## src/hpg_consts.svh

```systemverilog
// offsets, field positions, reset values and timing counts of the host-port pin block
`ifndef HPG_CONSTS_SVH
`define HPG_CONSTS_SVH

`define HPG_ADDR_W            8
`define HPG_DATA_W            16

`define HPG_OFS_DIR           8'h00
`define HPG_OFS_DATA          8'h04
`define HPG_OFS_INT_EN        8'h08
`define HPG_OFS_INT_INV       8'h0c
`define HPG_OFS_BANK_EN       8'h10
`define HPG_OFS_MODE          8'h14
`define HPG_OFS_CTRL_DIR      8'h18
`define HPG_OFS_STATUS        8'h1c
`define HPG_OFS_MASK          8'h20

`define HPG_BIT_STROBE        2
`define HPG_BIT_BANK_LO       0
`define HPG_BIT_BANK_HI       1
`define HPG_BIT_BANK_STROBE   2
`define HPG_BIT_MODE_MUX8     0
`define HPG_BIT_CTRL_STROBE   0
`define HPG_BIT_STAT_CPU      0

`define HPG_RST_DIR           16'h0000
`define HPG_RST_DATA          16'h0000
`define HPG_RST_INT           16'h0000
`define HPG_RST_BANK          3'h0
`define HPG_RST_MODE          1'h0
`define HPG_RST_CTRL          1'h0
`define HPG_RST_STAT          1'h0

`define HPG_SYNC_STAGES       2

`endif

```

## src/hpg_pkg.sv

```systemverilog
// types shared by the host-port pin block
package hpg_pkg;

  typedef logic [15:0] hpg_word_t;

  typedef struct packed {
    hpg_word_t  dir;
    hpg_word_t  dataOut;
    logic       intEn;
    logic       intInv;
    logic [2:0] bankEn;
    logic       mux8;
    logic       ctrlDir;
    logic       status;
    logic       mask;
    logic       reqPrev;
    logic       hostBitPrev;
    hpg_word_t  haOut;
    hpg_word_t  haOe;
    logic       irq;
    hpg_word_t  rdata;
  } hpg_state_s;

endpackage

```

## src/hpg_sync.sv

```systemverilog
// two-flop synchroniser bank for pin inputs
`timescale 1ns/1ps
`include "hpg_consts.svh"
module hpg_sync #(
  parameter int WIDTH = 17
) (
  input  wire logic             clk,
  input  wire logic             rstn,
  input  wire logic [WIDTH-1:0] pinIn,
  output logic      [WIDTH-1:0] pinSync
);
  logic [WIDTH-1:0] stage_reg [`HPG_SYNC_STAGES];

  // first stage feeds only the second stage
  always_ff @(posedge clk) begin
    if (!rstn) begin
      stage_reg[0] <= '0;
      stage_reg[1] <= '0;
    end else begin
      stage_reg[0] <= pinIn;
      stage_reg[1] <= stage_reg[0];
    end
  end

  assign pinSync = stage_reg[1];
endmodule

```

## src/hpg_gpio.sv

```systemverilog
// host-port pin block: address-pin gpio and address-strobe interrupt
`timescale 1ns/1ps
`include "hpg_consts.svh"
module hpg_gpio
  import hpg_pkg::*;
#(
  parameter bit HAS_ADDR_PINS = 1'b1
) (
  input  wire logic                   clk,
  input  wire logic                   rstn,
  input  wire logic [`HPG_ADDR_W-1:0] regAddr,
  input  wire logic [`HPG_DATA_W-1:0] regWdata,
  input  wire logic                   regWr,
  input  wire logic                   regRd,
  output logic      [`HPG_DATA_W-1:0] regRdata,
  input  wire logic [15:0]            haIn,
  output logic      [15:0]            haOut,
  output logic      [15:0]            haOe,
  input  wire logic                   strobeIn,
  input  wire logic                   hostIntBit,
  output logic                        cpuIrq
);

  localparam hpg_state_s ST_RESET = '{
    dir:         `HPG_RST_DIR,
    dataOut:     `HPG_RST_DATA,
    intEn:       1'h0,
    intInv:      1'h0,
    bankEn:      `HPG_RST_BANK,
    mux8:        `HPG_RST_MODE,
    ctrlDir:     `HPG_RST_CTRL,
    status:      `HPG_RST_STAT,
    mask:        1'h0,
    reqPrev:     1'h0,
    hostBitPrev: 1'h0,
    haOut:       16'h0000,
    haOe:        16'h0000,
    irq:         1'h0,
    rdata:       16'h0000
  };

  hpg_state_s st_reg;
  hpg_state_s st_next;

  logic [16:0] pinSync;
  hpg_word_t   haSync;
  logic        strobeSync;
  hpg_word_t   bankMask;
  logic        strobeReq;
  logic        hostRise;

  // address pins and the strobe pin come from the host, another clock domain
  hpg_sync #(
    .WIDTH (17)
  ) u_sync (
    .clk     (clk),
    .rstn    (rstn),
    .pinIn   ({strobeIn, haIn}),
    .pinSync (pinSync)
  );

  assign haSync     = pinSync[15:0];
  assign strobeSync = pinSync[16];

  function automatic logic hit(input logic [`HPG_ADDR_W-1:0] a,
                               input logic [`HPG_ADDR_W-1:0] ofs);
    hit = (a == ofs);
  endfunction

  // each byte bank usable only when its enable is set, in 16-bit mode, on a part with pins
  always_comb begin
    bankMask = {{8{st_reg.bankEn[`HPG_BIT_BANK_HI]}}, {8{st_reg.bankEn[`HPG_BIT_BANK_LO]}}};
    if (st_reg.mux8 || !HAS_ADDR_PINS) begin
      bankMask = 16'h0000;
    end
  end

  // level request from the strobe pin; the pin only exists in 8-bit mode
  assign strobeReq = st_reg.intEn
                   && st_reg.bankEn[`HPG_BIT_BANK_STROBE]
                   && !st_reg.ctrlDir
                   && st_reg.mux8
                   && (st_reg.intInv ? strobeSync : !strobeSync);

  // host interrupt bit is logic on this clock, so no synchroniser
  assign hostRise = hostIntBit && !st_reg.hostBitPrev;

  always_comb begin
    st_next = st_reg;
    st_next.reqPrev     = strobeReq;
    st_next.hostBitPrev = hostIntBit;

    // only this cpu port writes these registers, except status, which strobe and host interrupt events also set below
    if (regWr) begin
      if (hit(regAddr, `HPG_OFS_DIR) && HAS_ADDR_PINS) begin
        st_next.dir = regWdata;
      end
      if (hit(regAddr, `HPG_OFS_DATA) && HAS_ADDR_PINS) begin
        // bits of input pins keep their value
        st_next.dataOut = (st_reg.dataOut & ~st_reg.dir) | (regWdata & st_reg.dir);
      end
      if (hit(regAddr, `HPG_OFS_INT_EN)) begin
        st_next.intEn = regWdata[`HPG_BIT_STROBE];
      end
      if (hit(regAddr, `HPG_OFS_INT_INV)) begin
        st_next.intInv = regWdata[`HPG_BIT_STROBE];
      end
      if (hit(regAddr, `HPG_OFS_BANK_EN)) begin
        st_next.bankEn = regWdata[2:0];
      end
      if (hit(regAddr, `HPG_OFS_MODE)) begin
        st_next.mux8 = regWdata[`HPG_BIT_MODE_MUX8];
      end
      if (hit(regAddr, `HPG_OFS_CTRL_DIR)) begin
        st_next.ctrlDir = regWdata[`HPG_BIT_CTRL_STROBE];
      end
      if (hit(regAddr, `HPG_OFS_STATUS) && regWdata[`HPG_BIT_STAT_CPU]) begin
        st_next.status = 1'b0;
      end
      if (hit(regAddr, `HPG_OFS_MASK)) begin
        st_next.mask = regWdata[`HPG_BIT_STAT_CPU];
      end
    end

    // an event in the clearing cycle wins over the clear
    if ((strobeReq && !st_reg.reqPrev) || hostRise) begin
      st_next.status = 1'b1;
    end

    st_next.rdata = 16'h0000;
    if (regRd) begin
      if (hit(regAddr, `HPG_OFS_DIR) && HAS_ADDR_PINS) begin
        st_next.rdata = st_reg.dir;
      end
      if (hit(regAddr, `HPG_OFS_DATA) && HAS_ADDR_PINS) begin
        st_next.rdata = (haSync & ~st_reg.dir) | (st_reg.dataOut & st_reg.dir);
      end
      if (hit(regAddr, `HPG_OFS_INT_EN)) begin
        st_next.rdata[`HPG_BIT_STROBE] = st_reg.intEn;
      end
      if (hit(regAddr, `HPG_OFS_INT_INV)) begin
        st_next.rdata[`HPG_BIT_STROBE] = st_reg.intInv;
      end
      if (hit(regAddr, `HPG_OFS_BANK_EN)) begin
        st_next.rdata[2:0] = st_reg.bankEn;
      end
      if (hit(regAddr, `HPG_OFS_MODE)) begin
        st_next.rdata[`HPG_BIT_MODE_MUX8] = st_reg.mux8;
      end
      if (hit(regAddr, `HPG_OFS_CTRL_DIR)) begin
        st_next.rdata[`HPG_BIT_CTRL_STROBE] = st_reg.ctrlDir;
      end
      if (hit(regAddr, `HPG_OFS_STATUS)) begin
        st_next.rdata[`HPG_BIT_STAT_CPU] = st_reg.status;
      end
      if (hit(regAddr, `HPG_OFS_MASK)) begin
        st_next.rdata[`HPG_BIT_STAT_CPU] = st_reg.mask;
      end
    end

    // pin drivers are registered so they never glitch while the enables settle
    st_next.haOe  = st_reg.dir & bankMask;
    st_next.haOut = st_reg.dataOut & st_reg.dir & bankMask;
    st_next.irq   = st_reg.status & st_reg.mask;
  end

  always_ff @(posedge clk) begin
    if (!rstn) begin
      st_reg <= ST_RESET;
    end else begin
      st_reg <= st_next;
    end
  end

  assign regRdata = st_reg.rdata;
  assign haOut    = st_reg.haOut;
  assign haOe     = st_reg.haOe;
  assign cpuIrq   = st_reg.irq;
endmodule

```

## config.mk

```make
export PLATFORM = sky130hd
export DESIGN_NAME = hpg_gpio
export DESIGN_NICKNAME = d
export VERILOG_FILES = /design/src/hpg_pkg.sv /design/src/hpg_sync.sv /design/src/hpg_gpio.sv
export VERILOG_INCLUDE_DIRS = /design/src /design/src/src
export SDC_FILE = /design/constraint.sdc
export NUM_CORES = 1
export LEC_CHECK = 0
export BUFFER_PORTS_ARGS = -buffer_cell sky130_fd_sc_hd__clkbuf_2
export CAP_MARGIN = 10
export CORE_MARGIN = 1.5
export CORE_UTILIZATION = 42
export CTS_BUF_LIST = sky130_fd_sc_hd__clkbuf_16
export CTS_CLUSTER_DIAMETER = 120
export DETAILED_ROUTE_END_ITERATION = 8
export PLACE_DENSITY = 0.73
export SYNTH_ARGS = -nofsm -noshare
export SYNTH_HDL_FRONTEND = slang
export SYNTH_SLANG_ARGS = --single-unit
```

## constraint.sdc

```tcl
create_clock -name clk -period 2 [get_ports clk]
set_clock_uncertainty 0.05 [all_clocks]
set_input_delay 0.3 -clock clk [delete_from_list [all_inputs] [get_ports clk]]
set_output_delay 0.3 -clock clk [all_outputs]
set_load 0.03 [all_outputs]
```

==> results of run 1 <==
==> path summary, 6_finish.rpt <==
path / endpoint / slack [ns] / startpoint / cells past startpoint
min reg2reg: u_sync.stage_reg[0][24] / 0.38 / u_sync.stage_reg[0][7] / 1
max: regRdata[9] / 0.51 / regAddr[1] / 4
max reg2reg: regRdata[0] / 0.72 / st_reg[54] / 5
min: u_sync.stage_reg[0][3] / 0.04 / haIn[3] / 2
==> through the flow <==
stage	worst slack (ns)	utilization (%)	hold WS [ns]	cell area (um2)	instances
6_report	0.512	51.6	0.0392	5590	701
5_1_grt	0.396	51.6	0.0234	5590	701
4_1_cts	0.517	51.6	0.0268	5590	701
3_5_place_dp	0.0879	46.1	0.368	5000	669
3_3_place_gp	0.0771	46.1	0.369	5000	669
2_1_floorplan	0.205	-	0.362	4690	492
==> cell families after synthesis <==
logic type / share of synthesized area [%]
compound gates: 6.09
xor+xnor: 0.187
buf+inv: 10.2
flops: 53.8
mux: 6.01
simple gates: 23.7
==> area by class of cell <==
type / instances / area [um2] / area share (%)
clock buffer: 17 / 425 / 7.61
sequential: 126 / 2520 / 45.1
timing repair buffer: 109 / 596 / 10.6
inverter: 3 / 11.3 / 0.201
multi-input combinational: 291 / 1690 / 30.3
tap: 140 / 175 / 3.13
clock inverter: 15 / 170 / 3.04
==> power groups by stage <==
stage	Clock (W)	Combinational [W]	Sequential, W
floorplan	0	0.0000854	0.00261
global placement	0	0.000167	0.00261
detailed placement	0	0.000171	0.00261
CTS	0.00309	0.000171	0.00256
global route	0.00323	0.000188	0.00256
finish	0.00306	0.000170	0.00256
==> layer usage <==
layer	share of wire, %	up-vias
met2	46	103
met5	0	-
met1	47	1541
met3	5.0	18
li1	-	1708
met4	2.3	0
==> worst max-delay path: cells and delay by family <==
kind	cells	cell delay (ns)
compound gates	1	0.23
buf+inv	1	0.13
simple gates	2	1.11
==> placed cells by master (no fill, tap or decap), drive strengths merged, types with 2 or more instances in the layout <==
cell type,Yosys,layout
dfxtp,126,126
clkbuf,18,111
nand2,59,59
and2,50,50
a21oi,38,38
nor2,30,30
mux2i,27,27
nand3,25,25
and3,19,19
buf,54,15
a31oi,7,7
inv,3,6
clkinv,0,6
nand4,5,5
nor3,5,5
nor2b,3,3
bufinv,0,3
clkinvlp,0,3
nor4,3,3
nor3b,2,2
or3,2,2
o22ai,2,2
and4b,2,2
nand3b,2,2
==> results by group, run 1 <==
Timing
  – Max Fclk: 672 MHz
  – RSZ-0062 raised after global routing: no
  – Fin. Hold Viols: 0
  – Final Max Tran Viols: 0
  – Period minus WS final: 1.49 ns
  – Post-route clock period utilization: 74.4%
  – Setup-failing EPs final: 0
  – Worst-Margin Slew: 0.511 ns
  – Worst rel slew slack: 65.5%
  – Setup TNS: 0 ns

Logic synthesis
  – List of most frequent post-synthesis cells: dfxtp_1, nand2_1, and2_1, buf_4, a21oi_1
  – Most frequent cell after synthesis: dfxtp_1
  – Synth Register Bits: 126
  – Mapped cell area: 4690 um2
  – Sequential cell area fraction in the yosys report: 53.8%
  – Ranking of synthesized cells by area: dfxtp_1, buf_4, and2_1
  – Synth top area share: 53.8%
  – Post-Syn Instances: 492
  – Synth cell types: 38
  – Synth area leader: dfxtp_1
  – Syn_area_per_cell: 9.53 um2
  – Synthesized Nets: 538
  – YS warnings: 0
  – Top_reg_cell synth: dfxtp_1
  – Number of synthesized flops with an enable pin: 0
  – Post-synth ARST share: 0%

Clocking
  – CTS tree: built
  – Total number of H-tree levels: 4
  – Clock sinks: 126
  – Clock transition at path regs: 0.06 ns
  – Number of gates resized after cts: 0
  – Cts hold-fix bufs: 0
  – Setup Buffers After CTS: 0
  – Clk Latency, worst-skew pair: 0.41 ns
  – Root buffer cell: clkbuf_16
  – CTS max path bufs: 2
  – CTS Buf Count: 17

Finish
  – Area grow syn2layout: 19.3%
  – Ant. Diodes: 0
  – Share of layout cells above drive strength 1: 26.4%
  – NumNets Final: 594
  – Filler cells: 986

Worst setup path
  – WP data required: 2.28 ns
  – CP Capture Type: flop
  – Crit path DAT: 1.77 ns
  – Worst-path fanout max: 7
  – CP cell instances: clkbuf_2, or4_1, or3_1, a31oi_1
  – Critical Path Start Type: input pin
  – CP max-delay cell: or4_1
  – Kind of critical path: in -> reg
  – Slowest stage delay, CP: 0.60 ns

Placed design
  – Placed wire-length estimate: 6950 um
  – Port bufs: 94
  – Gpl congestion: 0.893

GRT
  – Met1 Resource Use GR: 22.4%
  – GR Overflow Total: 0
  – Global-route wire length before repair: 15,900 um
  – Top Usage Layer GRT: met2
  – Initial antenna violation count: 0
  – Met3 Use GR: 5.92%
  – Met2 Track Usage GR: 28.8%
  – Largest net degree at the start of global routing: 38
  – Gr usage total: 18.2%
  – Vias in the first global route: 3,169

Drt
  – Routed WL: 9990 um
  – Vias: 3,370
  – Drt drc: 0
  – Drt pass-1 iters: 4
  – DRT iter0 DRCs: 167
  – DR WL/cell: 14.2 um
  – Antenna Nets Post-Route: 0
  – Vias/cell: 4.81

Pwr
  – Lkg Pwr: 2.49 nW
  – Switching Power: 0.00122 W
  – Clock network power share: 52.8%
  – Cell Int Power: 0.00457 W
  – Power density cells: 1030 nW/um2
  – Comb pwr share: 2.9%
  – Power, Total: 0.00579 W
  – Peak supply drop: 0.475 mV
  – Net Sw Frac: 21.0%
  – Sequential Power Share: 44.2%

Floorplanning
  – Top Ports: 95
  – Initial Util: 43.2%
  – Die height: 109 um
  – Row cnt: 38
  – Die area: 11,800 um2
  – Core Footprint: 10,800 um2
  – DIE WIDTH: 109 um

Outcome
  – Run status: finished clean

Min path
  – Hold/Removal Path Class: in -> reg

Job
  – MaxCap Viol Count: 0
Power figures use the tool's default switching activity.
==> run 2, diff against run 1 <==
==> constraint.sdc (replaced) <==
create_clock -name clk -period 1.4 [get_ports clk]
set_clock_uncertainty 0.05 [all_clocks]
set_input_delay 0.21 -clock clk [delete_from_list [all_inputs] [get_ports clk]]
set_output_delay 0.21 -clock clk [all_outputs]
set_load 0.03 [all_outputs]
==> run 2 against run 1 <==
Global-route usage decreased by 0.11 points. Sequential share of layout area down 2.4 points. Critical path depth is 3 higher. Combinational power up 88%. Die area unchanged. Critical path type unchanged.
==> results by group, run 2 (same netlist as run 1, synthesis figures left out) <==
Outcome
  – Run status: finished clean (unchanged)

Pwr
  – Lkg Pwr: 2.66 nW (was 2.49 nW)
  – Cell Int Power: 0.00608 W (was 0.00457 W)
  – Clock network power share: 49.5% (was 52.8%)
  – Sequential Power Share: 46.4% (was 44.2%)
  – Net Sw Frac: 22.8% (was 21.0%)
  – Power, Total: 0.00787 W (was 0.00579 W)
  – Peak supply drop: 0.699 mV (was 0.475 mV)
  – Comb pwr share: 4.1% (was 2.9%)
  – Power density cells: 1330 nW/um2 (was 1030 nW/um2)
  – Switching Power: 0.00180 W (was 0.00122 W)

Drt
  – Drt pass-1 iters: 4 (unchanged)
  – Drt drc: 0 (unchanged)
  – Routed WL: 10,100 um (was 9990 um)
  – Vias: 3,507 (was 3,370)
  – DR WL/cell: 13.7 um (was 14.2 um)
  – WL met1: 4400 um (was 4670 um)
  – DRT iter0 DRCs: 184 (was 167)
  – Top Layer Used: met4 (unchanged)
  – Met3 WL: 626 um (was 500 um)
  – Vias/cell: 4.76 (was 4.81)
  – WL met2: 4830 um (was 4590 um)
  – Antenna Nets Post-Route: 0 (unchanged)

Floorplanning
  – Row cnt: 38 (unchanged)
  – Die height: 109 um (unchanged)
  – Top Ports: 95 (unchanged)
  – DIE WIDTH: 109 um (unchanged)
  – Die area: 11,800 um2 (unchanged)
  – Core Footprint: 10,800 um2 (unchanged)
  – Initial Util: 43.2% (unchanged)

Finish
  – Share of layout cells above drive strength 1: 29.2% (was 26.4%)
  – Area grow syn2layout: 26.1% (was 19.3%)
  – Most common cell after layout, fill and taps aside: dfxtp_1 (unchanged)
  – NumNets Final: 629 (was 594)
  – Ant. Diodes: 0 (unchanged)
  – Most frequent cells in the layout: dfxtp_1, clkbuf_2, nand2_1, and2_1, a21oi_1 (unchanged)

Worst setup path
  – WP data required: 1.63 ns (was 2.28 ns)
  – Kind of critical path: in -> reg (unchanged)
  – CP Capture Type: flop (unchanged)
  – Crit path DAT: 1.59 ns (was 1.77 ns)
  – Worst-path fanout max: 16 (was 7)
  – Critical Path Start Type: input pin (unchanged)

Timing
  – Setup-failing EPs final: 0 (unchanged)
  – Post-route clock period utilization: 97.5%
  – RSZ-0062 raised after global routing: yes (was no)
  – Worst rel slew slack: 74.0% (was 65.5%)
  – Fin. Hold Viols: 0 (unchanged)
  – Worst-Margin Slew: 0.384 ns (was 0.511 ns)
  – Setup TNS: 0 ns (unchanged)
  – Period minus WS final: 1.37 ns
  – Final Max Tran Viols: 0 (unchanged)
  – Max Fclk: 732 MHz

Placed design
  – Port bufs: 94 (unchanged)
  – Placed wire-length estimate: 7040 um (was 6950 um)
  – Gpl congestion: 0.826 (was 0.893)

GRT
  – Largest net degree at the start of global routing: 37 (was 38)
  – Gr usage total: 18.0% (was 18.2%)
  – Initial antenna violation count: 0 (unchanged)
  – GR Overflow Total: 0 (unchanged)
  – Global-route wire length before repair: 16,000 um (was 15,900 um)
  – Vias in the first global route: 3,295 (was 3,169)

Clocking
  – CTS max path bufs: 2 (unchanged)
  – Total number of H-tree levels: 4 (unchanged)
  – CTS tree: built (unchanged)
  – CTS Buf Count: 17 (unchanged)
  – Clk Latency, worst-skew pair: 0.40 ns (was 0.41 ns)
  – Root buffer cell: clkbuf_16 (unchanged)
  – Clock sinks: 126 (unchanged)
  – Clock transition at path regs: 0.06 ns (about the same)

Job
  – MaxCap Viol Count: 0 (unchanged)

Min path
  – Hold/Removal Path Class: in -> reg (unchanged)
[run 2: what timing repair did]
item / 4_1_cts / 5_1_grt
gates resized for setup: 0 / 2
hold endpoints to repair: 18 / 0
buffers inserted: 0 / 0
setup endpoints to repair: 0 / 2
hold buffers: 18 / 0
[run 2: path summary, 6_finish.rpt]
check,from,endpoint,slack [ns],cells after the start
min,regWdata[6],flop,0.02,3
min reg2reg,u_sync.stage_reg[0][4],u_sync.stage_reg[0][21],0.38,1
max,regAddr[1],flop,0.03,7
max reg2reg,st_reg[78],regRdata[2],0.13,4
[run 2: layout make-up]
class,count,area (um2)
Clock buffer,17,425
Clock inverter,15,111
Fill cell,983,4930
Inverter,3,11.3
Multi-Input combinational cell,291,1740
Sequential cell,126,2520
Tap cell,140,175
Timing Repair Buffer,144,928
[run 2: routing by layer]
layer  track usage [%]  vias to the layer above
li1                  -                     1784
met1              22.3                     1594
met2              29.6                      111
met3              4.90                       18
met4              7.61                        0
met5                 0                        -
[run 2: per-stage QoR]
stage / worst slack [ns] / cell area, um2 / instances / utilization, % / hold slack [ns]
final: 0.0345 / 5910 / 736 / 54.5 / 0.0195
after global routing: -0.00388 / 5910 / 736 / 54.5 / 0.0193
after CTS: 0.0406 / 5900 / 736 / 54.5 / 0.00781
after detailed placement: -0.380 / 5190 / 686 / 47.8 / 0.369
after global placement: -0.340 / 5190 / 686 / 47.8 / 0.365
after floorplan: -0.283 / 4750 / 492 / - / 0.276
[run 2: power by group through the flow]
stage / sequential (W) / clock, W / combinational (W)
3_3_place_gp: 0.00373 / 0 / 0.000277
4_1_cts: 0.00365 / 0.00398 / 0.000320
3_5_place_dp: 0.00373 / 0 / 0.000281
5_1_grt: 0.00366 / 0.00419 / 0.000349
2_1_floorplan: 0.00372 / 0 / 0.000128
6_report: 0.00365 / 0.00390 / 0.000319
[run 2: worst max-delay path: stages]
cell	delay (ns)
clkbuf_2	0.10
or4b_4	0.55
nor4_4	0.20
buf_12	0.20
nand2_4	0.06
mux2i_1	0.20
nor2_1	0.07
==> run 3, diff against run 2 <==
--- a/config.mk
+++ b/config.mk
@@ -13,7 +13,7 @@
 export CTS_BUF_LIST = sky130_fd_sc_hd__clkbuf_16
 export CTS_CLUSTER_DIAMETER = 120
 export DETAILED_ROUTE_END_ITERATION = 8
-export PLACE_DENSITY = 0.73
+export PLACE_DENSITY = 0.75
 export SYNTH_ARGS = -nofsm -noshare
 export SYNTH_HDL_FRONTEND = slang
 export SYNTH_SLANG_ARGS = --single-unit
==> constraint.sdc (replaced) <==
create_clock -name clk -period 1.15 [get_ports clk]
set_clock_uncertainty 0.05 [all_clocks]
set_input_delay 0.1725 -clock clk [delete_from_list [all_inputs] [get_ports clk]]
set_output_delay 0.1725 -clock clk [all_outputs]
set_load 0.03 [all_outputs]
==> run 3 against run 2 <==
The flow now finishes with violations (negative setup slack). Critical path type unchanged. Flip-flop and latch count is the same. Sequential power up 22%. First-iteration DRC count up 48%. Worst hold slack gained 0.057 ns. Sequential share of layout area fell by 5.7 points. Largest cell class unchanged. Design area grew 16%. Setup slack worse by 0.22 ns. Core utilization is 8.6 points higher.
==> results by group, run 3 (same netlist as run 1, synthesis figures left out) <==
Outcome
  – Run status: finished with violations (was finished clean)
  – Failing checks: negative setup slack

Worst setup path
  – Most frequent cell on the critical path: buf_6
  – CP Capture Point: regRdata[6]
  – CP Depth: 8 (was 7)
  – Crit-path leading delay family: simple AND/OR/NAND/NOR gates (unchanged)
  – R2r setup slk: -0.05 ns (was 0.13 ns)
  – R2R depth: 5 (was 4)
  – Kind of critical path: in -> reg (unchanged)
  – WP buf/inv: 4 (was 2)
  – Slowest stage delay, CP: 0.56 ns (was 0.55 ns)
  – CP cell instances: buf_6, or4b_4, buf_6, nor3_4, buf_4, clkbuf_16, a21oi_1, mux2i_1 (was clkbuf_2, or4b_4, nor4_4, buf_12, nand2_4, mux2i_1, nor2_1)
  – Worst R2R End: regRdata[0] (was regRdata[2])
  – Reg2reg start: st_reg[54] (was st_reg[78])
  – CP max-delay cell: or4b_4 (unchanged)
  – Crit path DAT: 1.63 ns (was 1.59 ns)
  – Crit. Startpoint: regAddr[1] (unchanged)
  – WP data required: 1.44 ns (was 1.63 ns)
  – Critical Path Start Type: input pin (unchanged)
  – Worst-path fanout max: 13 (was 16)
  – CP Capture Type: flop (unchanged)

Clocking
  – Clock transition at path regs: 0.05 ns (was 0.06 ns)
  – CTS Buf Count: 17 (unchanged)
  – Total number of H-tree levels: 4 (unchanged)
  – CTS tree: built (unchanged)
  – Clock sinks: 126 (unchanged)
  – CTS max path bufs: 2 (unchanged)
  – Clk Latency, worst-skew pair: 0.42 ns (was 0.40 ns)
  – Root buffer cell: clkbuf_16 (unchanged)

Floorplanning
  – Die area: 11,800 um2 (unchanged)
  – Top Ports: 95 (unchanged)
  – DIE WIDTH: 109 um (unchanged)
  – Row cnt: 38 (unchanged)
  – Die height: 109 um (unchanged)
  – Core Footprint: 10,800 um2 (unchanged)
  – Initial Util: 43.2% (unchanged)

Drt
  – Routed WL: 12,400 um (was 10,100 um)
  – Drt pass-1 iters: 5 (was 4)
  – Antenna Nets Post-Route: 0 (unchanged)
  – Vias/cell: 5.08 (was 4.76)
  – DR WL/cell: 16.3 um (was 13.7 um)
  – Drt drc: 0 (unchanged)
  – Vias: 3,885 (was 3,507)
  – DRT iter0 DRCs: 272 (was 184)

Finish
  – Filler cells: 829 (was 983)
  – Ant. Diodes: 0 (unchanged)
  – Most frequent cells in the layout: dfxtp_1, and2_1, clkbuf_2, nand2_1, buf_4 (was dfxtp_1, clkbuf_2, nand2_1, and2_1, a21oi_1)
  – NumNets Final: 659 (was 629)
  – Area grow syn2layout: 46.0% (was 26.1%)
  – Most common cell after layout, fill and taps aside: dfxtp_1 (unchanged)
  – Share of layout cells above drive strength 1: 39.8% (was 29.2%)

Placed design
  – Gpl congestion: 0.836 (was 0.826)
  – Setup WS pre-CTS: -0.582 ns (was -0.380 ns)
  – Placed wire-length estimate: 7330 um (was 7040 um)
  – Port bufs: 94 (unchanged)

Timing
  – Worst-Margin Slew: 0.321 ns (was 0.384 ns)
  – Setup-failing EPs final: 49 (was 0)
  – Post-route clock period utilization: 116%
  – Worst rel slew slack: 78.5% (was 74.0%)
  – Fin worst setup slack: -0.189 ns (was 0.0345 ns)
  – Final hold slack: 0.0768 ns (was 0.0195 ns)
  – RSZ-0062 raised after global routing: yes (unchanged)
  – Fin. Hold Viols: 0 (unchanged)
  – Period minus WS final: 1.34 ns
  – Final Max Tran Viols: 0 (unchanged)
  – Max Fclk: 747 MHz

Pwr
  – Power density cells: 1520 nW/um2 (was 1330 nW/um2)
  – Power, Total: 0.0104 W (was 0.00787 W)
  – Lkg Pwr: 2.94 nW (was 2.66 nW)
  – Peak supply drop: 0.815 mV (was 0.699 mV)

GRT
  – Largest net degree at the start of global routing: 38 (was 37)
  – Gr usage total: 19.4% (was 18.0%)
  – Global-route wire length before repair: 17,200 um (was 16,000 um)
  – Vias in the first global route: 3,511 (was 3,295)
  – GR Overflow Total: 0 (unchanged)
  – Initial antenna violation count: 0 (unchanged)

Job
  – MaxCap Viol Count: 0 (unchanged)

Min path
  – Hold/Removal Path Class: in -> reg (unchanged)
==> run 3: cell types whose count changed in the layout (fill, tap and decap cells not counted), sizes merged <==
cell and change:
buf +39, clkbuf -26, dlygate4sd3 +15, bufinv +4, clkinv -3, inv -2
clkdlybuf4s15 +1, nand2 +1
==> run 3: how the worst min path moves through the flow <==
stage                            from                      end  slack, ns  depth (start not counted)
after floorplan                 regRd              regRdata[0]       0.24                          2
after global placement       strobeIn  u_sync.stage_reg[0][16]       0.33                          2
after detailed placement      haIn[8]   u_sync.stage_reg[0][8]       0.33                          2
after CTS                 regWdata[2]               st_reg[78]       0.04                          3
after global routing      regWdata[2]               st_reg[78]       0.07                          3
final                      regAddr[6]              regRdata[0]       0.08                          4
==> run 3: worst reg2reg max path, delay by kind of cell, from the launching register on <==
kind               cells  cell delay (ns)
AOI/OAI and AO/OA      3             0.41
DFF                    1             0.34
and+or+nand+nor        2             0.29
==> run 3: layout make-up <==
cell class	instances	area, um2	share of cell area [%]
Sequential cell	126	2530	37.0
Multi-Input combinational cell	292	2070	30.2
Clock inverter	14	176	2.58
Clock buffer	17	425	6.22
Tap cell	140	175	2.56
Inverter	3	11.3	0.165
Timing Repair Buffer	173	1460	21.3
==> run 3: layer usage <==
metal / vias to the layer above / share of wire (%) / global-route usage, %
met3: 35 / 6.7 / 4.48
li1: 1848 / - / -
met4: 0 / 2.8 / 11.0
met5: - / 0 / 0
met2: 161 / 50 / 32.3
met1: 1841 / 41 / 22.9
==> run 3: timing repair <==
| action | 4_1_cts | 5_1_grt |
|---|---|---|
| hold buffers | 33 | 0 |
| gates resized for setup | 44 | 122 |
| cloned | 1 | 5 |
| pin swaps | 11 | 42 |
| buffers inserted | 2 | 8 |
| endpoints found under the hold margin | 46 | 0 |
| endpoints found under the setup margin | 71 | 112 |
==> run 3: stage by stage <==
step           util [%]  instances  TNS (ns)  area [um2]
3_3_place_gp       48.6        688    -31.50        5270
4_1_cts            58.8        755     -3.43        6370
5_1_grt            63.1        765     -7.37        6840
6_report           63.1        765     -5.68        6840
3_5_place_dp       48.6        688    -33.53        5270
2_1_floorplan         -        492    -19.11        4810
==> run 3: report_power, final <==
group	leakage, nW	internal (W)	switching [W]	total, W
registers	1.03	0.00443	0.0000235	0.00445
logic	1.61	0.000267	0.000240	0.000508
clock network	0.303	0.00357	0.00187	0.00544
total	2.94	0.00827	0.00213	0.0104
